**config.mk**
```make
export PLATFORM = sky130hd
export DESIGN_NAME = cswk_top
export DESIGN_NICKNAME = d
export VERILOG_FILES = /design/src/core/cswk_pkg.sv /design/src/core/cswk_top.sv
export VERILOG_INCLUDE_DIRS = /design/src /design/src/core
export SDC_FILE = /design/constraint.sdc
export NUM_CORES = 1
export LEC_CHECK = 0
export BUFFER_PORTS_ARGS = -buffer_cell sky130_fd_sc_hd__buf_2
export CELL_PAD_IN_SITES_DETAIL_PLACEMENT = 2
export CELL_PAD_IN_SITES_GLOBAL_PLACEMENT = 2
export CORE_ASPECT_RATIO = 1.5
export CORE_MARGIN = 4
export CORE_UTILIZATION = 37
export CTS_CLUSTER_SIZE = 16
export DETAILED_ROUTE_END_ITERATION = 10
export MAX_ROUTING_LAYER = met4
export PLACE_DENSITY_LB_ADDON = 0.1
export SETUP_SLACK_MARGIN = 0.15
export SLEW_MARGIN = 40
export SYNTH_ARGS = -nofsm -noshare
export SYNTH_HDL_FRONTEND = slang
export SYNTH_SLANG_ARGS = --single-unit
export TNS_END_PERCENT = 1
```
**constraint.sdc**
```tcl
create_clock -name pclk -period 3.97 [get_ports pclk]
set_input_delay 0.1985 -clock pclk [delete_from_list [all_inputs] [get_ports pclk]]
set_output_delay 0.1985 -clock pclk [all_outputs]
set_load 0.01 [all_outputs]
```
**src/core/cswk_map.svh**
```systemverilog
`ifndef CSWK_MAP_SVH
`define CSWK_MAP_SVH
// register byte addresses
`define CSWK_A_CTRL     8'h00
`define CSWK_A_STAT     8'h04
`define CSWK_A_OSC_H    8'h08
`define CSWK_A_OSC_L    8'h0C
`define CSWK_A_TRIM     8'h10
`define CSWK_A_FDFLT    8'h14
`define CSWK_A_CDR      8'h18
// control register fields
`define CSWK_F_MODE     2:0
`define CSWK_F_CAL      3
`define CSWK_F_TRIMEN   5:4
`define CSWK_F_FDEN     6
`define CSWK_F_ERRDIS   7
`define CSWK_F_CDREN    8
`define CSWK_F_RXSEL    9
// status register fields; the measured period field sits in the CDR register
`define CSWK_F_BUSWK    0
`define CSWK_F_WUP      1
`define CSWK_F_WUF      2
`define CSWK_F_SELECTIVE_WAKE_ERROR   3
`define CSWK_F_SIL      4
`define CSWK_F_FRAME_ERROR_COUNT     10:5
`define CSWK_F_MEAS     15:8
// transceiver mode codes, trim enable code and counter overflow value
`define CSWK_M_OFF      3'h0
`define CSWK_M_WK       3'h1
`define CSWK_M_SWK      3'h5
`define CSWK_TRIM_ON    2'h3
`define CSWK_FRAME_ERROR_COUNT_OVF   6'h20
// reset values
`define CSWK_RST_FLT    8'h04
`define CSWK_RST_PER    8'h10
// bus silence: least time in ms, clock in kHz
`define CSWK_SIL_MIN_MS 600
`define CSWK_CLK_KHZ    100000
`define CSWK_SIL_CYC    (`CSWK_SIL_MIN_MS * `CSWK_CLK_KHZ)
`define CSWK_SIL_W      26
`endif

```
**src/core/cswk_pkg.sv**
```systemverilog
package cswk_pkg;
    typedef enum logic [1:0] {
        DEC_IDLE  = 2'b00,
        DEC_FRAME = 2'b01,
        DEC_SKIP  = 2'b10
    } cswk_dec_e;
    typedef enum logic [1:0] {
        SBC_NORMAL   = 2'b00,
        SBC_STOP     = 2'b01,
        SBC_SLEEP    = 2'b10,
        SBC_FAILSAFE = 2'b11
    } cswk_sbc_e;
    typedef struct packed {
        logic rx_s1; logic rx_s2; logic rx_prev;
        logic tx_s1; logic tx_s2; logic tx_prev;
        cswk_sbc_e sbc_prev;
        logic [2:0] can_mode; logic oscillator_calibrate; logic [1:0] trim_en;
        logic fd_en; logic err_dis; logic clock_recovery_enable; logic rx_sel;
        logic bus_wake; logic wake_pattern_flag; logic wake_frame_flag; logic selective_wake_error; logic silence;
        logic [25:0] sil_cnt; logic [5:0] frame_error_count;
        cswk_dec_e dec; logic fd_frame; logic [7:0] dom_cnt;
        logic cal_busy; logic [15:0] cal_cnt; logic [15:0] osc_count;
        logic [7:0] trim; logic [7:0] fd_filter; logic [7:0] nom_period;
        logic [7:0] meas; logic meas_valid; logic [7:0] bit_period;
        logic restart_req; logic wake_irq;
        logic [31:0] prdata; logic pslverr;
    } cswk_state_s;
endpackage

```
**src/core/cswk_top.sv**
```systemverilog
// How it works
// - restart from normal: off modes kept, 010/011 become 001, error flag kept
// - restart from normal: 101/110/111 become 101 and error flag is set
// - matching wake frame in sleep: mode 101, bus wake and frame flags set
// - counter overflow wake: error and bus wake set, frame flag cleared, count 32
// - pattern wake with failed selective setup sets error, bus wake, pattern flags
// - other wake sources leave bus wake and frame flags cleared, mode kept
// - frame wake sets pattern flag only if the bus silence timeout passed
// - pattern flag may stay clear after silence, e.g. on counter overflow
// - fail-safe entry forces plain wake capable mode
// - bus wake restarts from sleep, interrupts in normal or stop
// - calibrate bit and transceiver off: host pulse length counted, readable
// - trim writes only act while trim enable is 11 and calibrate is 1
// - tolerant mode: FD frames skipped, unchecked, never wake
// - tolerant mode: decoder ready again at end of an FD frame
// - control field FDF bit 1 marks FD frame, 0 a classic frame
// - tolerant mode dominant filter sets least FD dominant length
// - tolerant off: counter up on FD or bad frame, down on good
// - tolerant on, counter enabled: counter down on any correct frame
// - tolerant on and counter disabled: counter held at zero
// - counter disable bit cleared when bus silence timeout expires
// - clock recovery enabled: bit stream measured, decode period adjusted
// - selective wake on only while error flag reads zero, e.g. no overflow
// - bus silence timeout lies between 0.6 and 1.2 seconds
`timescale 1ns/10ps
`default_nettype none
`include "cswk_map.svh"
module cswk_top #(
    parameter int SILENCE_CYCLES = `CSWK_SIL_CYC
) (
    input  wire logic              pclk,
    input  wire logic              presetn,
    input  wire logic              psel,
    input  wire logic              penable,
    input  wire logic              pwrite,
    input  wire logic [7:0]        paddr,
    input  wire logic [31:0]       pwdata,
    output logic      [31:0]       prdata,
    output logic                   pready,
    output logic                   pslverr,
    input  wire logic              rxd_pin,
    input  wire logic              transmit_pin,
    input  wire cswk_pkg::cswk_sbc_e sbc_mode,
    input  wire logic              restart_from_normal,
    input  wire logic              failsafe_enter,
    input  wire logic              wake_pattern_det,
    input  wire logic              ctrl_field_strobe,
    input  wire logic              ctrl_fdf,
    input  wire logic              frame_end,
    input  wire logic              frame_ok,
    input  wire logic              frame_match,
    input  wire logic              eof_strobe,
    output logic                   restart_req,
    output logic                   wake_irq,
    output logic      [7:0]        osc_trim,
    output logic      [7:0]        decode_bit_period,
    output logic                   frame_detect_receiver_select,
    output logic                   selective_wake_active
);
    import cswk_pkg::*;

    localparam logic [25:0] SIL_LAST = 26'(SILENCE_CYCLES - 1);

    cswk_state_s st_reg;
    cswk_state_s st_next;
    logic        rx_dom;
    logic        wr_acc;
    logic        rd_setup;
    logic        swk_sel;
    logic        swk_on;
    logic        wk_armed;
    logic        activity;
    logic        sil_exp;
    logic        wake;

    assign rx_dom   = ~st_reg.rx_s2;
    assign wr_acc   = psel & penable & pwrite;
    assign rd_setup = psel & ~penable;
    assign swk_sel  = st_reg.can_mode[2] & (st_reg.can_mode[1:0] != 2'h0);
    assign swk_on   = swk_sel & ~st_reg.selective_wake_error;
    assign wk_armed = (st_reg.can_mode[1:0] != 2'h0) & ~st_reg.bus_wake;
    // glitches shorter than the filter do not count inside a skipped FD frame
    assign activity = rx_dom & ((st_reg.dec != DEC_SKIP) |
                      (st_reg.dom_cnt >= st_reg.fd_filter));
    assign sil_exp  = ~activity & ~st_reg.silence &
                      (st_reg.sil_cnt == SIL_LAST);

    ////////////////////////////////////////////////////////////////////////
    always_comb begin
        st_next = st_reg;
        wake = 1'b0;
        st_next.rx_s1 = rxd_pin;
        st_next.rx_s2 = st_reg.rx_s1;
        st_next.rx_prev = st_reg.rx_s2;
        st_next.tx_s1 = transmit_pin;
        st_next.tx_s2 = st_reg.tx_s1;
        st_next.tx_prev = st_reg.tx_s2;
        st_next.sbc_prev = sbc_mode;
        st_next.restart_req = 1'b0;
        st_next.wake_irq = 1'b0;
        // register writes, taken in the access phase
        if (wr_acc) begin
            unique case (paddr)
                `CSWK_A_CTRL: begin
                    st_next.can_mode = pwdata[`CSWK_F_MODE];
                    st_next.oscillator_calibrate  = pwdata[`CSWK_F_CAL];
                    st_next.trim_en  = pwdata[`CSWK_F_TRIMEN];
                    st_next.fd_en    = pwdata[`CSWK_F_FDEN];
                    st_next.err_dis  = pwdata[`CSWK_F_ERRDIS];
                    st_next.clock_recovery_enable   = pwdata[`CSWK_F_CDREN];
                    st_next.rx_sel   = pwdata[`CSWK_F_RXSEL];
                end
                `CSWK_A_STAT: begin
                    // write one to clear; hardware sets below win
                    if (pwdata[`CSWK_F_BUSWK]) st_next.bus_wake = 1'b0;
                    if (pwdata[`CSWK_F_WUP]) st_next.wake_pattern_flag = 1'b0;
                    if (pwdata[`CSWK_F_WUF]) st_next.wake_frame_flag = 1'b0;
                    if (pwdata[`CSWK_F_SELECTIVE_WAKE_ERROR] & swk_sel) begin
                        st_next.selective_wake_error = 1'b0;
                        st_next.frame_error_count = 6'h00;
                    end
                end
                `CSWK_A_TRIM: begin
                    if (st_reg.trim_en == `CSWK_TRIM_ON && st_reg.oscillator_calibrate) begin
                        st_next.trim = pwdata[7:0];
                    end
                end
                `CSWK_A_FDFLT: st_next.fd_filter = pwdata[7:0];
                `CSWK_A_CDR:   st_next.nom_period = pwdata[7:0];
                default: ;
            endcase
        end
        // dominant run length and bus silence timer
        if (rx_dom) begin
            if (st_reg.dom_cnt != 8'hFF) st_next.dom_cnt = st_reg.dom_cnt + 8'h01;
        end else begin
            st_next.dom_cnt = 8'h00;
        end
        if (activity) begin
            st_next.sil_cnt = '0;
            st_next.silence = 1'b0;
        end else if (st_reg.sil_cnt != SIL_LAST) begin
            st_next.sil_cnt = st_reg.sil_cnt + 26'h000_0001;
        end
        if (sil_exp) begin
            st_next.silence = 1'b1;
            st_next.err_dis = 1'b0;
        end
        // frame decoder; counter only runs while selective wake is live
        unique case (st_reg.dec)
            DEC_IDLE: begin
                if (ctrl_field_strobe) begin
                    st_next.fd_frame = ctrl_fdf;
                    st_next.dec = (st_reg.fd_en & ctrl_fdf) ?
                                  DEC_SKIP : DEC_FRAME;
                end
            end
            DEC_FRAME: begin
                if (frame_end) begin
                    st_next.dec = DEC_IDLE;
                    if (swk_on) begin
                        if (!st_reg.fd_en & (st_reg.fd_frame | !frame_ok)) begin
                            if (st_reg.frame_error_count != `CSWK_FRAME_ERROR_COUNT_OVF)
                                st_next.frame_error_count = st_reg.frame_error_count + 6'h01;
                        end else if (frame_ok && st_reg.frame_error_count != 6'h00) begin
                            st_next.frame_error_count = st_reg.frame_error_count - 6'h01;
                        end
                    end
                    if (frame_ok & frame_match & !st_reg.fd_frame &
                        swk_on & wk_armed) begin
                        wake = 1'b1;
                        st_next.bus_wake = 1'b1;
                        st_next.wake_frame_flag = 1'b1;
                        st_next.selective_wake_error = 1'b0;
                        st_next.wake_pattern_flag = st_reg.silence;
                    end
                end
            end
            DEC_SKIP: begin
                // no stuffing, CRC or form checks and no wake in here
                if (eof_strobe) begin
                    st_next.dec = DEC_IDLE;
                    if (swk_on & st_reg.fd_en & !st_reg.err_dis &
                        st_reg.frame_error_count != 6'h00)
                        st_next.frame_error_count = st_reg.frame_error_count - 6'h01;
                end
            end
            default: st_next.dec = DEC_IDLE;
        endcase
        if (st_reg.fd_en & st_reg.err_dis) st_next.frame_error_count = 6'h00;
        // overflow: pattern flag is left as it stands
        if (st_next.frame_error_count == `CSWK_FRAME_ERROR_COUNT_OVF && st_reg.frame_error_count != `CSWK_FRAME_ERROR_COUNT_OVF) begin
            st_next.selective_wake_error = 1'b1;
            st_next.bus_wake = 1'b1;
            st_next.wake_frame_flag = 1'b0;
            wake = wk_armed;
        end
        // plain wake pattern; selective setup that failed shows as error
        if (wake_pattern_det & wk_armed & !swk_on) begin
            wake = 1'b1;
            st_next.bus_wake = 1'b1;
            st_next.wake_pattern_flag = 1'b1;
            st_next.wake_frame_flag = 1'b0;
            st_next.silence = 1'b0;
            if (swk_sel) st_next.selective_wake_error = 1'b1;
        end
        if (wake) begin
            if (sbc_mode == SBC_SLEEP || sbc_mode == SBC_FAILSAFE)
                st_next.restart_req = 1'b1;
            else
                st_next.wake_irq = 1'b1;
        end
        // sleep entry rearms; a wake from another source then finds them clear
        if (sbc_mode == SBC_SLEEP && st_reg.sbc_prev != SBC_SLEEP) begin
            st_next.bus_wake = 1'b0;
            st_next.wake_frame_flag = 1'b0;
            st_next.wake_pattern_flag = 1'b0;
        end
        // mode changes forced by the system state machine
        if (restart_from_normal) begin
            unique case (st_reg.can_mode)
                3'h2, 3'h3: st_next.can_mode = `CSWK_M_WK;
                3'h5, 3'h6, 3'h7: begin
                    st_next.can_mode = `CSWK_M_SWK;
                    st_next.selective_wake_error = 1'b1;
                end
                default: ;
            endcase
        end
        if (failsafe_enter) st_next.can_mode = `CSWK_M_WK;
        // oscillator measurement of a low host pulse
        if (st_reg.oscillator_calibrate && st_reg.can_mode == `CSWK_M_OFF) begin
            if (st_reg.tx_prev & !st_reg.tx_s2) begin
                st_next.cal_busy = 1'b1;
                st_next.cal_cnt = 16'h0001;
            end else if (st_reg.cal_busy & st_reg.tx_s2) begin
                st_next.cal_busy = 1'b0;
                st_next.osc_count = st_reg.cal_cnt;
            end else if (st_reg.cal_busy && st_reg.cal_cnt != 16'hFFFF) begin
                st_next.cal_cnt = st_reg.cal_cnt + 16'h0001;
            end
        end else begin
            st_next.cal_busy = 1'b0;
        end
        // clock recovery keeps the shortest dominant run as the bit period;
        // switching it mid-frame would skew decoding, hence host keeps bus off
        if (!st_reg.clock_recovery_enable) begin
            st_next.meas_valid = 1'b0;
        end else if (!st_reg.rx_prev & st_reg.rx_s2) begin
            if (!st_reg.meas_valid || st_reg.dom_cnt < st_reg.meas) begin
                st_next.meas = st_reg.dom_cnt;
                st_next.meas_valid = 1'b1;
            end
        end
        st_next.bit_period = (st_reg.clock_recovery_enable & st_reg.meas_valid) ?
                             st_reg.meas : st_reg.nom_period;
        // read data is captured in the setup phase, zero wait states
        if (rd_setup) begin
            st_next.prdata = 32'h0000_0000;
            st_next.pslverr = 1'b0;
            unique case (paddr)
                `CSWK_A_CTRL: begin
                    st_next.prdata[`CSWK_F_MODE] = st_reg.can_mode;
                    st_next.prdata[`CSWK_F_CAL] = st_reg.oscillator_calibrate;
                    st_next.prdata[`CSWK_F_TRIMEN] = st_reg.trim_en;
                    st_next.prdata[`CSWK_F_FDEN] = st_reg.fd_en;
                    st_next.prdata[`CSWK_F_ERRDIS] = st_reg.err_dis;
                    st_next.prdata[`CSWK_F_CDREN] = st_reg.clock_recovery_enable;
                    st_next.prdata[`CSWK_F_RXSEL] = st_reg.rx_sel;
                end
                `CSWK_A_STAT: begin
                    st_next.prdata[`CSWK_F_BUSWK] = st_reg.bus_wake;
                    st_next.prdata[`CSWK_F_WUP] = st_reg.wake_pattern_flag;
                    st_next.prdata[`CSWK_F_WUF] = st_reg.wake_frame_flag;
                    st_next.prdata[`CSWK_F_SELECTIVE_WAKE_ERROR] = st_reg.selective_wake_error;
                    st_next.prdata[`CSWK_F_SIL] = st_reg.silence;
                    st_next.prdata[`CSWK_F_FRAME_ERROR_COUNT] = st_reg.frame_error_count;
                end
                `CSWK_A_OSC_H: st_next.prdata[7:0] = st_reg.osc_count[15:8];
                `CSWK_A_OSC_L: st_next.prdata[7:0] = st_reg.osc_count[7:0];
                `CSWK_A_TRIM:  st_next.prdata[7:0] = st_reg.trim;
                `CSWK_A_FDFLT: st_next.prdata[7:0] = st_reg.fd_filter;
                `CSWK_A_CDR: begin
                    st_next.prdata[7:0] = st_reg.nom_period;
                    st_next.prdata[`CSWK_F_MEAS] = st_reg.meas;
                end
                default: st_next.pslverr = 1'b1;
            endcase
        end
    end

    ////////////////////////////////////////////////////////////////////////
    always_ff @(posedge pclk or negedge presetn) begin
        if (!presetn) begin
            st_reg <= '0;
            st_reg.rx_s1 <= 1'b1;
            st_reg.rx_s2 <= 1'b1;
            st_reg.rx_prev <= 1'b1;
            st_reg.tx_s1 <= 1'b1;
            st_reg.tx_s2 <= 1'b1;
            st_reg.tx_prev <= 1'b1;
            st_reg.sbc_prev <= SBC_NORMAL;
            st_reg.dec <= DEC_IDLE;
            st_reg.fd_filter <= `CSWK_RST_FLT;
            st_reg.nom_period <= `CSWK_RST_PER;
            st_reg.bit_period <= `CSWK_RST_PER;
        end else begin
            st_reg <= st_next;
        end
    end

    assign prdata = st_reg.prdata;
    assign pready = 1'b1;
    assign pslverr = st_reg.pslverr & psel & penable;
    assign restart_req = st_reg.restart_req;
    assign wake_irq = st_reg.wake_irq;
    assign osc_trim = st_reg.trim;
    assign decode_bit_period = st_reg.bit_period;
    assign frame_detect_receiver_select = st_reg.rx_sel;
    assign selective_wake_active = swk_on;
endmodule
`default_nettype wire

```
==> metrics.txt, run 1 <==
headroom to the max-slew limit=43.1%; Comb pwr share=11.5%; Fin. Hold Viols=0; Worst setup EP type=flop; Root Driver=clkbuf_16; first-pass iteration count of the detailed router=4; Fillers=2,479; FF+latch count, synth=159; WHS=71.8 ps; first-pass GRT wire length=44,200 um; Post-synth top flop=dfrtp_1; max reg flops=120; DRC viols=0; status=finished, final reports clean; Async SR Flop Fraction=100%; Worst Reg-to-Reg Cells=11; Crit Path Class=reg -> reg; DP HPWL=20,900 um; final worst-path cycle share=88.1%; worst vdd ir=0.000272 V; Clock Power Share=44.8%; post-CTS setup buffers=0; total track usage=22.6%; area of placed instances=9030 um^2; Cell variety after synth=72; Avg WL per Cell=22.9 um; Finish-stage setup viols=0; sequential area share after synthesis=46.3%; CP peak stage delay=540 ps; fin util=42.6%; cell area after layout=9780 um^2; crit path cell chain=inv_1 -> ha_1 -> nor4b_1 -> buf_4 -> a2111o_1 -> nor3_1 -> a311oi_1 -> o21ai_0 -> and4_1 -> or4_4 -> o31ai_2; P_leak=4.54 nW; GP Congestion=0.881; core area=23,000 um^2; initial antenna violation count=1; die area=25,900 um^2; Reg clk slew, reported paths=60 ps; Final min period=3500 ps; Area Overhead vs Synth=13.4%; Max-cap violations=0; wirelength, routed=27,700 um; internal power=2.87 mW; Initial Utilization=37.5%; top sig layer=met4; CTS max path bufs=2; Crit Path Max Fanout=10; final net count=999; Post-synth EDFFs=0; max-slew violations=0; H-tree levels=4; Flop pwr share=43.7%; CTS tree=done; maximum number of pins on one net before global-route repair=109; die height=195 um; synthesized area per cell=9.96 um^2; Net Sw Frac=27.0%; clk sink count=159; ratio of cells with drive above 1 in the final layout=21.9%; PortBufs=72; via count=6,768; cell area after synthesis=8620 um^2; Post-Syn Instances=866; Worst-Skew Late Latency=440 ps; overall power=3.93 mW; CP startpoint kind=flop; leading cell types in the layout, fill and taps excluded=dfrtp_1, nand2_1, nor2_1; Worst Tran Pin Value=846 ps; vias in the first global route=7,647; Worst Skew=8.24 ps; total gr overflow=0; Rows=68; Setup TNS=0 ps; Slowest-stage cell, CP=or4_4; DRT antenna net count=0; clock buffer count from CTS=17; Via density=5.59; met2 wire length=15,200 um; DR WL met3=779 um; Sequential Area=3990 um^2; io pins=112; DRT iter0 DRCs=322; HP Class=in -> reg; area of the multi-input gates=4100 um^2; RSZ-0062 raised after global routing=no; Worst EP arrival=3840 ps; Cell Pwr Density=402 nW/um^2; Hold Crit Depth=3; Req. time, crit path=4310 ps; die width=133 um; Met1 Wirelength=11,000 um; Max Fclk=0.286 GHz; commonest non-fill, non-tap cell in the layout=dfrtp_1; Net Sw Power=1.06 mW; Syn. warnings=0
==> metrics by stage <==
step / cells / setup WS, ps
final: 1210 / 472
after global routing: 1210 / 254
after CTS: 1208 / 521
after detailed placement: 1167 / 550
after global placement: 1167 / 648
after floorplan: 881 / 1040
==> power groups by stage <==
stage | Sequential, mW | Clock, mW | Combinational [mW]
2_1_floorplan | 1.71 | 0 | 0.288
3_3_place_gp | 1.75 | 0 | 0.430
3_5_place_dp | 1.75 | 0 | 0.443
4_1_cts | 1.72 | 1.81 | 0.454
5_1_grt | 1.72 | 1.89 | 0.503
6_report | 1.72 | 1.76 | 0.451
==> Yosys cell counts (all sizes together), types with 4 or more instances <==
cell	n	area share (%)
a211oi	4	0.35
xor2	27	2.7
or4	5	0.57
a21oi	20	1.2
o31a	4	0.41
nor2	76	3.3
mux2	55	7.2
nand2b	7	0.51
buf	53	4.5
nor4b	4	0.41
and2	6	0.44
nand3	38	2.2
nor2b	12	0.87
nor3b	4	0.35
inv	30	1.3
dfstp	9	2.7
nand4b	4	0.41
nor3	17	0.99
nand3b	4	0.49
nand2	79	3.4
a21o	4	0.35
or4b	4	0.51
xnor2	15	1.5
dfrtp	150	44
or3	6	0.44
clkbuf	26	1.1
mux2i	15	1.7
ha	25	3.6
nand4	17	1.2
and3	18	1.4
o21a	7	0.61
a221oi	10	1.0
o22ai	7	0.51
nor4	5	0.44
o21ai	53	3.1
a22oi	5	0.44
==> layout make-up <==
cell class / count / area share, %
antenna: 1 / 0.0256
clock buffer: 21 / 4.81
clock inverter: 11 / 1.56
inverter: 31 / 1.19
multi-input combinational: 612 / 41.9
sequential: 159 / 40.8
tap: 280 / 3.58
timing repair buffer: 95 / 6.11
==> metal layers <==
layer  GRT usage, %  vias up
met3           4.02       62
li1               -     3104
met1           24.8     3483
met2           41.1      119
met4           7.47        0
met5              -        -
==> worst max-delay path, delay by kind of cell (launching register included) <==
family	cells	cell delay, ps
buffers and inverters	2	370
DFF	1	440
AOI/OAI and AO/OA	4	1200
adders and majority gates	1	230
and+or+nand+nor	4	1150
==> cells by family after synthesis <==
logic type               share of synthesized area [%]
AND/OR/NAND/NOR                                   18.6
flip-flops                                        46.3
AO/OA/AOI/OAI                                     11.0
buffers and inverters                             7.02
multiplexers                                      9.18
XOR/XNOR                                          4.27
adder cells (fa/ha/maj)                           3.63
other                                           0.0871
==> final timing paths <==
check                        startpoint      endpoint  slack (ps)
min reg2reg                st_next[173]  st_next[172]         360
min                           pwdata[5]    st_reg[65]          70
max                         st_reg[120]   restart_req         470
min in group asynchronous       presetn   st_reg[118]         210
max reg2reg                 st_reg[120]   restart_req         470
max in group asynchronous       presetn  st_next[173]        3040
==> what timing repair did <==
item	CTS	global route
gates resized for setup	0	0
endpoints found under the hold margin	108	0
hold buffers	9	0
No activity file was read; power rests on OpenSTA's default activity.
==> inputs of run 2 (changes only) <==
Settings changed: CTS_BUF_LIST set to sky130_fd_sc_hd__clkbuf_16, HOLD_SLACK_MARGIN set to 0.15.
==> run 2 against run 1 <==
  * Wire length is 0.84% higher
  * Final cell count is 1.1% higher
  * Clock skew hardly changed
  * Register-to-register slack better by 20 ps
  * Die area stayed put
  * Non-clock buffer count is 14 higher
  * Critical path depth stayed put
  * Via count is 0.62% higher
  * Combinational power is 4% higher
==> metrics.txt, run 2 (synthesis results as in run 1) <==
WHS=198 ps; RSZ-0062 raised after global routing=no; Max Fclk=0.287 GHz; Worst setup EP type=flop; Req. time, crit path=4310 ps; via count=6,810; total track usage=22.7%; CP peak stage delay=530 ps; initial antenna violation count=0; PortBufs=72; Flop pwr share=44.3%; HP Class=in -> reg; commonest non-fill, non-tap cell in the layout=dfrtp_1; Net Sw Power=1.06 mW; io pins=112; ANT cells=0; worst vdd ir=0.000271 V; Comb pwr share=12.0%; headroom to the max-slew limit=41.5%; Cell Pwr Density=392 nW/um^2; CP startpoint kind=flop; Setup TNS=0 ps; total gr overflow=0; die area=25,900 um^2; DRT antenna net count=0; internal power=2.82 mW; GP Congestion=0.881; clk sink count=159; Rows=68; Fin. Hold Viols=0; CP endpoint=restart_req; ratio of cells with drive above 1 in the final layout=21.2%; Final min period=3480 ps; Worst Skew=8.48 ps; die width=133 um; Levels on crit path=11; R2R Path End=restart_req; first-pass GRT wire length=44,400 um; Clock Power Share=43.7%; Net Sw Frac=27.2%; RR Startpoint=st_reg[120]; Worst Tran Pin Value=871 ps; Worst Reg-to-Reg Cells=11; Initial Utilization=37.5%; crit path buf inv count=2; Finish-stage setup viols=0; maximum number of pins on one net before global-route repair=109; post-CTS setup buffers=0; first-pass iteration count of the detailed router=5; Crit Path Max Fanout=10; status=finished, final reports clean; final net count=1,013; Area Overhead vs Synth=14.7%; max-slew violations=0; CTS max path bufs=2; max reg flops=120; wirelength, routed=27,900 um; final worst-path cycle share=87.7%; leading cell types in the layout, fill and taps excluded=dfrtp_1, nand2_1, nor2_1; core area=23,000 um^2; Max-cap violations=0; Crit path max-delay family=compound AO/OA/AOI/OAI gates; vias in the first global route=7,695; CTS tree=done; Slowest-stage cell, CP=or4_4; clock buffer count from CTS=17; die height=195 um; flop2flop setup slack=490 ps; Critical Path Source=st_reg[120]; Root Driver=clkbuf_16; P_leak=4.59 nW; CTS resizes=0; DP HPWL=20,900 um; Worst-Skew Late Latency=440 ps; Crit Path Class=reg -> reg; Reg clk slew, reported paths=60 ps; DRC viols=0; DRT iter0 DRCs=297; Worst EP arrival=3820 ps; H-tree levels=4; Avg WL per Cell=22.8 um; crit path cell chain=inv_1 -> ha_1 -> nor4b_1 -> buf_4 -> a2111o_1 -> nor3_1 -> a311oi_1 -> o21ai_0 -> and4_1 -> or4_4 -> o31ai_2; Via density=5.57
==> run 2: cell count changes in the layout (fill, tap and decap cells not counted) <==
cell / change
inv_1: +1
diode_2: -1
clkinv_1: +3
clkbuf_1: -1
dlygate4sd3_1: +14
clkbuf_8: -3
==> run 2: power groups by stage <==
stage               Sequential (mW)  Clock [mW]  Combinational, mW
global route                   1.72        1.82              0.520
CTS                            1.72        1.74              0.469
floorplan                      1.71           0              0.288
finish                         1.72        1.69              0.467
global placement               1.75           0              0.430
detailed placement             1.75           0              0.443
==> run 2: area by class of cell <==
type / instances / area (um^2)
fill: 2481 / 13100
multi-input combinational: 612 / 4100
sequential: 159 / 3990
timing repair buffer: 109 / 738
clock buffer: 17 / 425
tap: 280 / 350
clock inverter: 15 / 168
inverter: 31 / 116
==> run 2: metrics by stage <==
stage          instances  total power, mW  worst slack (ps)  util [%]  area, um^2
2_1_floorplan        881             2.00              1040         -        8680
3_3_place_gp        1167             2.18               648      39.3        9020
3_5_place_dp        1167             2.19               550      39.3        9030
4_1_cts             1222             3.93               521      42.9        9860
5_1_grt             1223             4.07               254      43.1        9890
6_report            1223             3.88               490      43.1        9890
==> run 2: layer usage <==
metal | up-vias | global-route usage (%) | routed length, um | part of all wire [%]
met5 | - | - | 0 | 0
met4 | 0 | 7.43 | 696 | 2.5
met3 | 55 | 4.02 | 809 | 2.9
met2 | 115 | 41.4 | 15300 | 55
met1 | 3511 | 24.8 | 11100 | 40
li1 | 3129 | - | - | -
==> run 2: worst min-delay path: cells and delay by family <==
kind                   cells  cell delay [ps]
AND/OR/NAND/NOR            3              280
buffers and inverters      1              120
==> run 2: how the worst min path moves through the flow <==
stage / start / to / slack, ps / cells past startpoint
6_report: penable / prdata[8] / 200 / 4
2_1_floorplan: presetn / decode_bit_period[0] / -100 / 0
4_1_cts: penable / prdata[8] / 190 / 4
5_1_grt: presetn / st_reg[118] / 220 / 2
3_3_place_gp: rxd_pin / st_next[173] / 300 / 1
3_5_place_dp: presetn / st_reg[118] / 300 / 1
==> run 2: repair_timing <==
action	in CTS	in global routing
setup endpoints to repair	0	0
endpoints found under the hold margin	141	0
hold buffers	23	0
==> inputs of run 3 (changes only) <==
Settings changed: CORE_ASPECT_RATIO 1.5 to 0.9, PLACE_DENSITY set to 0.82, PLACE_DENSITY_LB_ADDON 0.1 to unset, SLEW_MARGIN 40 to unset.
==> run 3 against run 2 <==
  * Via count increased by 1.5%
  * Die area down 0.18%
  * Count of clock-buffer cells in the layout unchanged
  * Combinational power down 3%
  * Worst hold slack got worse by 21 ps
  * Final cell count is 1.2% higher
  * Sequential cell count stayed put
  * Core utilization rose by 0.28 points
  * Power fell by 1.2%
==> metrics.txt, run 3 (synthesis results as in run 1) <==
Crit Path Max Fanout=10; commonest non-fill, non-tap cell in the layout=dfrtp_1; cell area after layout=9840 um^2; ratio of cells with drive above 1 in the final layout=20.6%; initial antenna violation count=0; DP Worst Slack=657 ps; Via density=5.58; internal power=2.81 mW; worst vdd ir=0.000236 V; Fillers=2,415; CTS max path bufs=2; Initial Utilization=38.0%; CP peak stage delay=540 ps; core area=22,700 um^2; Net Sw Power=1.03 mW; maximum number of pins on one net before global-route repair=99; HP Class=in -> reg; Worst EP arrival=3750 ps; Net Sw Frac=26.8%; Finish-stage setup viols=0; max reg flops=120; Crit Path Class=reg -> reg; Reg clk slew, reported paths=70 ps; fin util=43.3%; Cell Pwr Density=390 nW/um^2; via count=6,912; Worst Reg-to-Reg Cells=11; Max Fclk=0.294 GHz; CTS resizes=0; Root Driver=clkbuf_16; vias in the first global route=7,744; Levels on crit path=11; clock buffer count from CTS=17; Flop pwr share=44.8%; Area Overhead vs Synth=14.1%; DRC viols=0; die area=25,800 um^2; Final min period=3400 ps; Crit path max-delay family=simple AND/OR/NAND/NOR gates; DP HPWL=19,800 um; Avg WL per Cell=22.3 um; leading cell types in the layout, fill and taps excluded=dfrtp_1, nand2_1, nor2_1; io pins=112; crit path buf inv count=2; crit path cell chain=inv_1 -> ha_1 -> nor4b_1 -> buf_4 -> a2111o_1 -> nor3_1 -> a311oi_1 -> o21ai_0 -> and4_1 -> or4_4 -> o31ai_2; die height=153 um; P_leak=4.56 nW; first-pass iteration count of the detailed router=5; headroom to the max-slew limit=20.8%; Worst Skew=12.4 ps; wirelength, routed=27,600 um; max-slew violations=0; ANT cells=0; total track usage=22.3%; Rows=52; post-placement cell count=1,184; GP Congestion=0.898; PnR worst setup slack=570 ps; total gr overflow=0; overall power=3.83 mW; WHS=177 ps; CTS tree=done; CP startpoint kind=flop; final cell count without fillers=1,238; Max-cap violations=0; first-pass GRT wire length=44,200 um; Setup TNS=0 ps; clk sink count=159; Comb pwr share=11.9%; Req. time, crit path=4320 ps; H-tree levels=4; Hold Crit Depth=3; final net count=1,011; RSZ-0062 raised after global routing=no; area of placed instances=9040 um^2; Worst-Skew Late Latency=440 ps; DRT antenna net count=0; Worst setup EP type=flop; die width=169 um; Clock Power Share=43.4%; final worst-path cycle share=85.6%; PortBufs=72; Slowest-stage cell, CP=or4_4; post-CTS setup buffers=0; Fin. Hold Viols=0; Worst Tran Pin Value=1190 ps; DRT iter0 DRCs=385; status=finished, final reports clean
## run 3: cell count changes in the layout (fill, tap and decap cells not counted), sizes merged
cell	delta
inv	-2
buf	-1
clkinv	+1
clkinvlp	+1
dlygate4sd3	-1
## run 3: power by group through the flow
| stage | logic, mW | registers [mW] | clock network, mW |
|---|---|---|---|
| 3_5_place_dp | 0.429 | 1.75 | 0 |
| 4_1_cts | 0.455 | 1.72 | 1.70 |
| 2_1_floorplan | 0.288 | 1.71 | 0 |
| 6_report | 0.455 | 1.72 | 1.66 |
| 3_3_place_gp | 0.416 | 1.74 | 0 |
| 5_1_grt | 0.504 | 1.72 | 1.78 |
## run 3: layout make-up
cell class / count / area (um^2) / share of cell area (%)
sequential: 159 / 3990 / 40.6
multi-input combinational: 612 / 4080 / 41.5
clock inverter: 15 / 154 / 1.56
clock buffer: 17 / 425 / 4.32
timing repair buffer: 107 / 697 / 7.08
tap: 297 / 372 / 3.78
inverter: 31 / 116 / 1.18
## run 3: final timing paths
check,slack (ps),endpoint,startpoint
max,570,restart_req,st_reg[120]
min,180,st_reg[155],wake_pattern_det
max reg2reg,570,restart_req,st_reg[120]
min reg2reg,360,st_next[169],st_next[170]
max in group asynchronous,2690,st_next[172],presetn
min in group asynchronous,440,st_reg[140],presetn
## run 3: worst register-to-register path, delay by kind of cell (launching register included)
family | cells | cell delay, ps
buffers and inverters | 2 | 350
AOI/OAI and AO/OA | 4 | 1140
and+or+nand+nor | 4 | 1180
adders and majority gates | 1 | 220
DFF | 1 | 440
## run 3: layer usage
layer | part of all wire (%) | GRT usage, %
met1 | 44 | 28.6
met2 | 50 | 37.0
met3 | 3.8 | 3.87
met4 | 1.2 | 5.10
met5 | 0 | -
## run 3: repair_timing
action	in CTS	in global routing
endpoints found under the hold margin	132	0
hold buffers	22	0
endpoints found under the setup margin	0	0
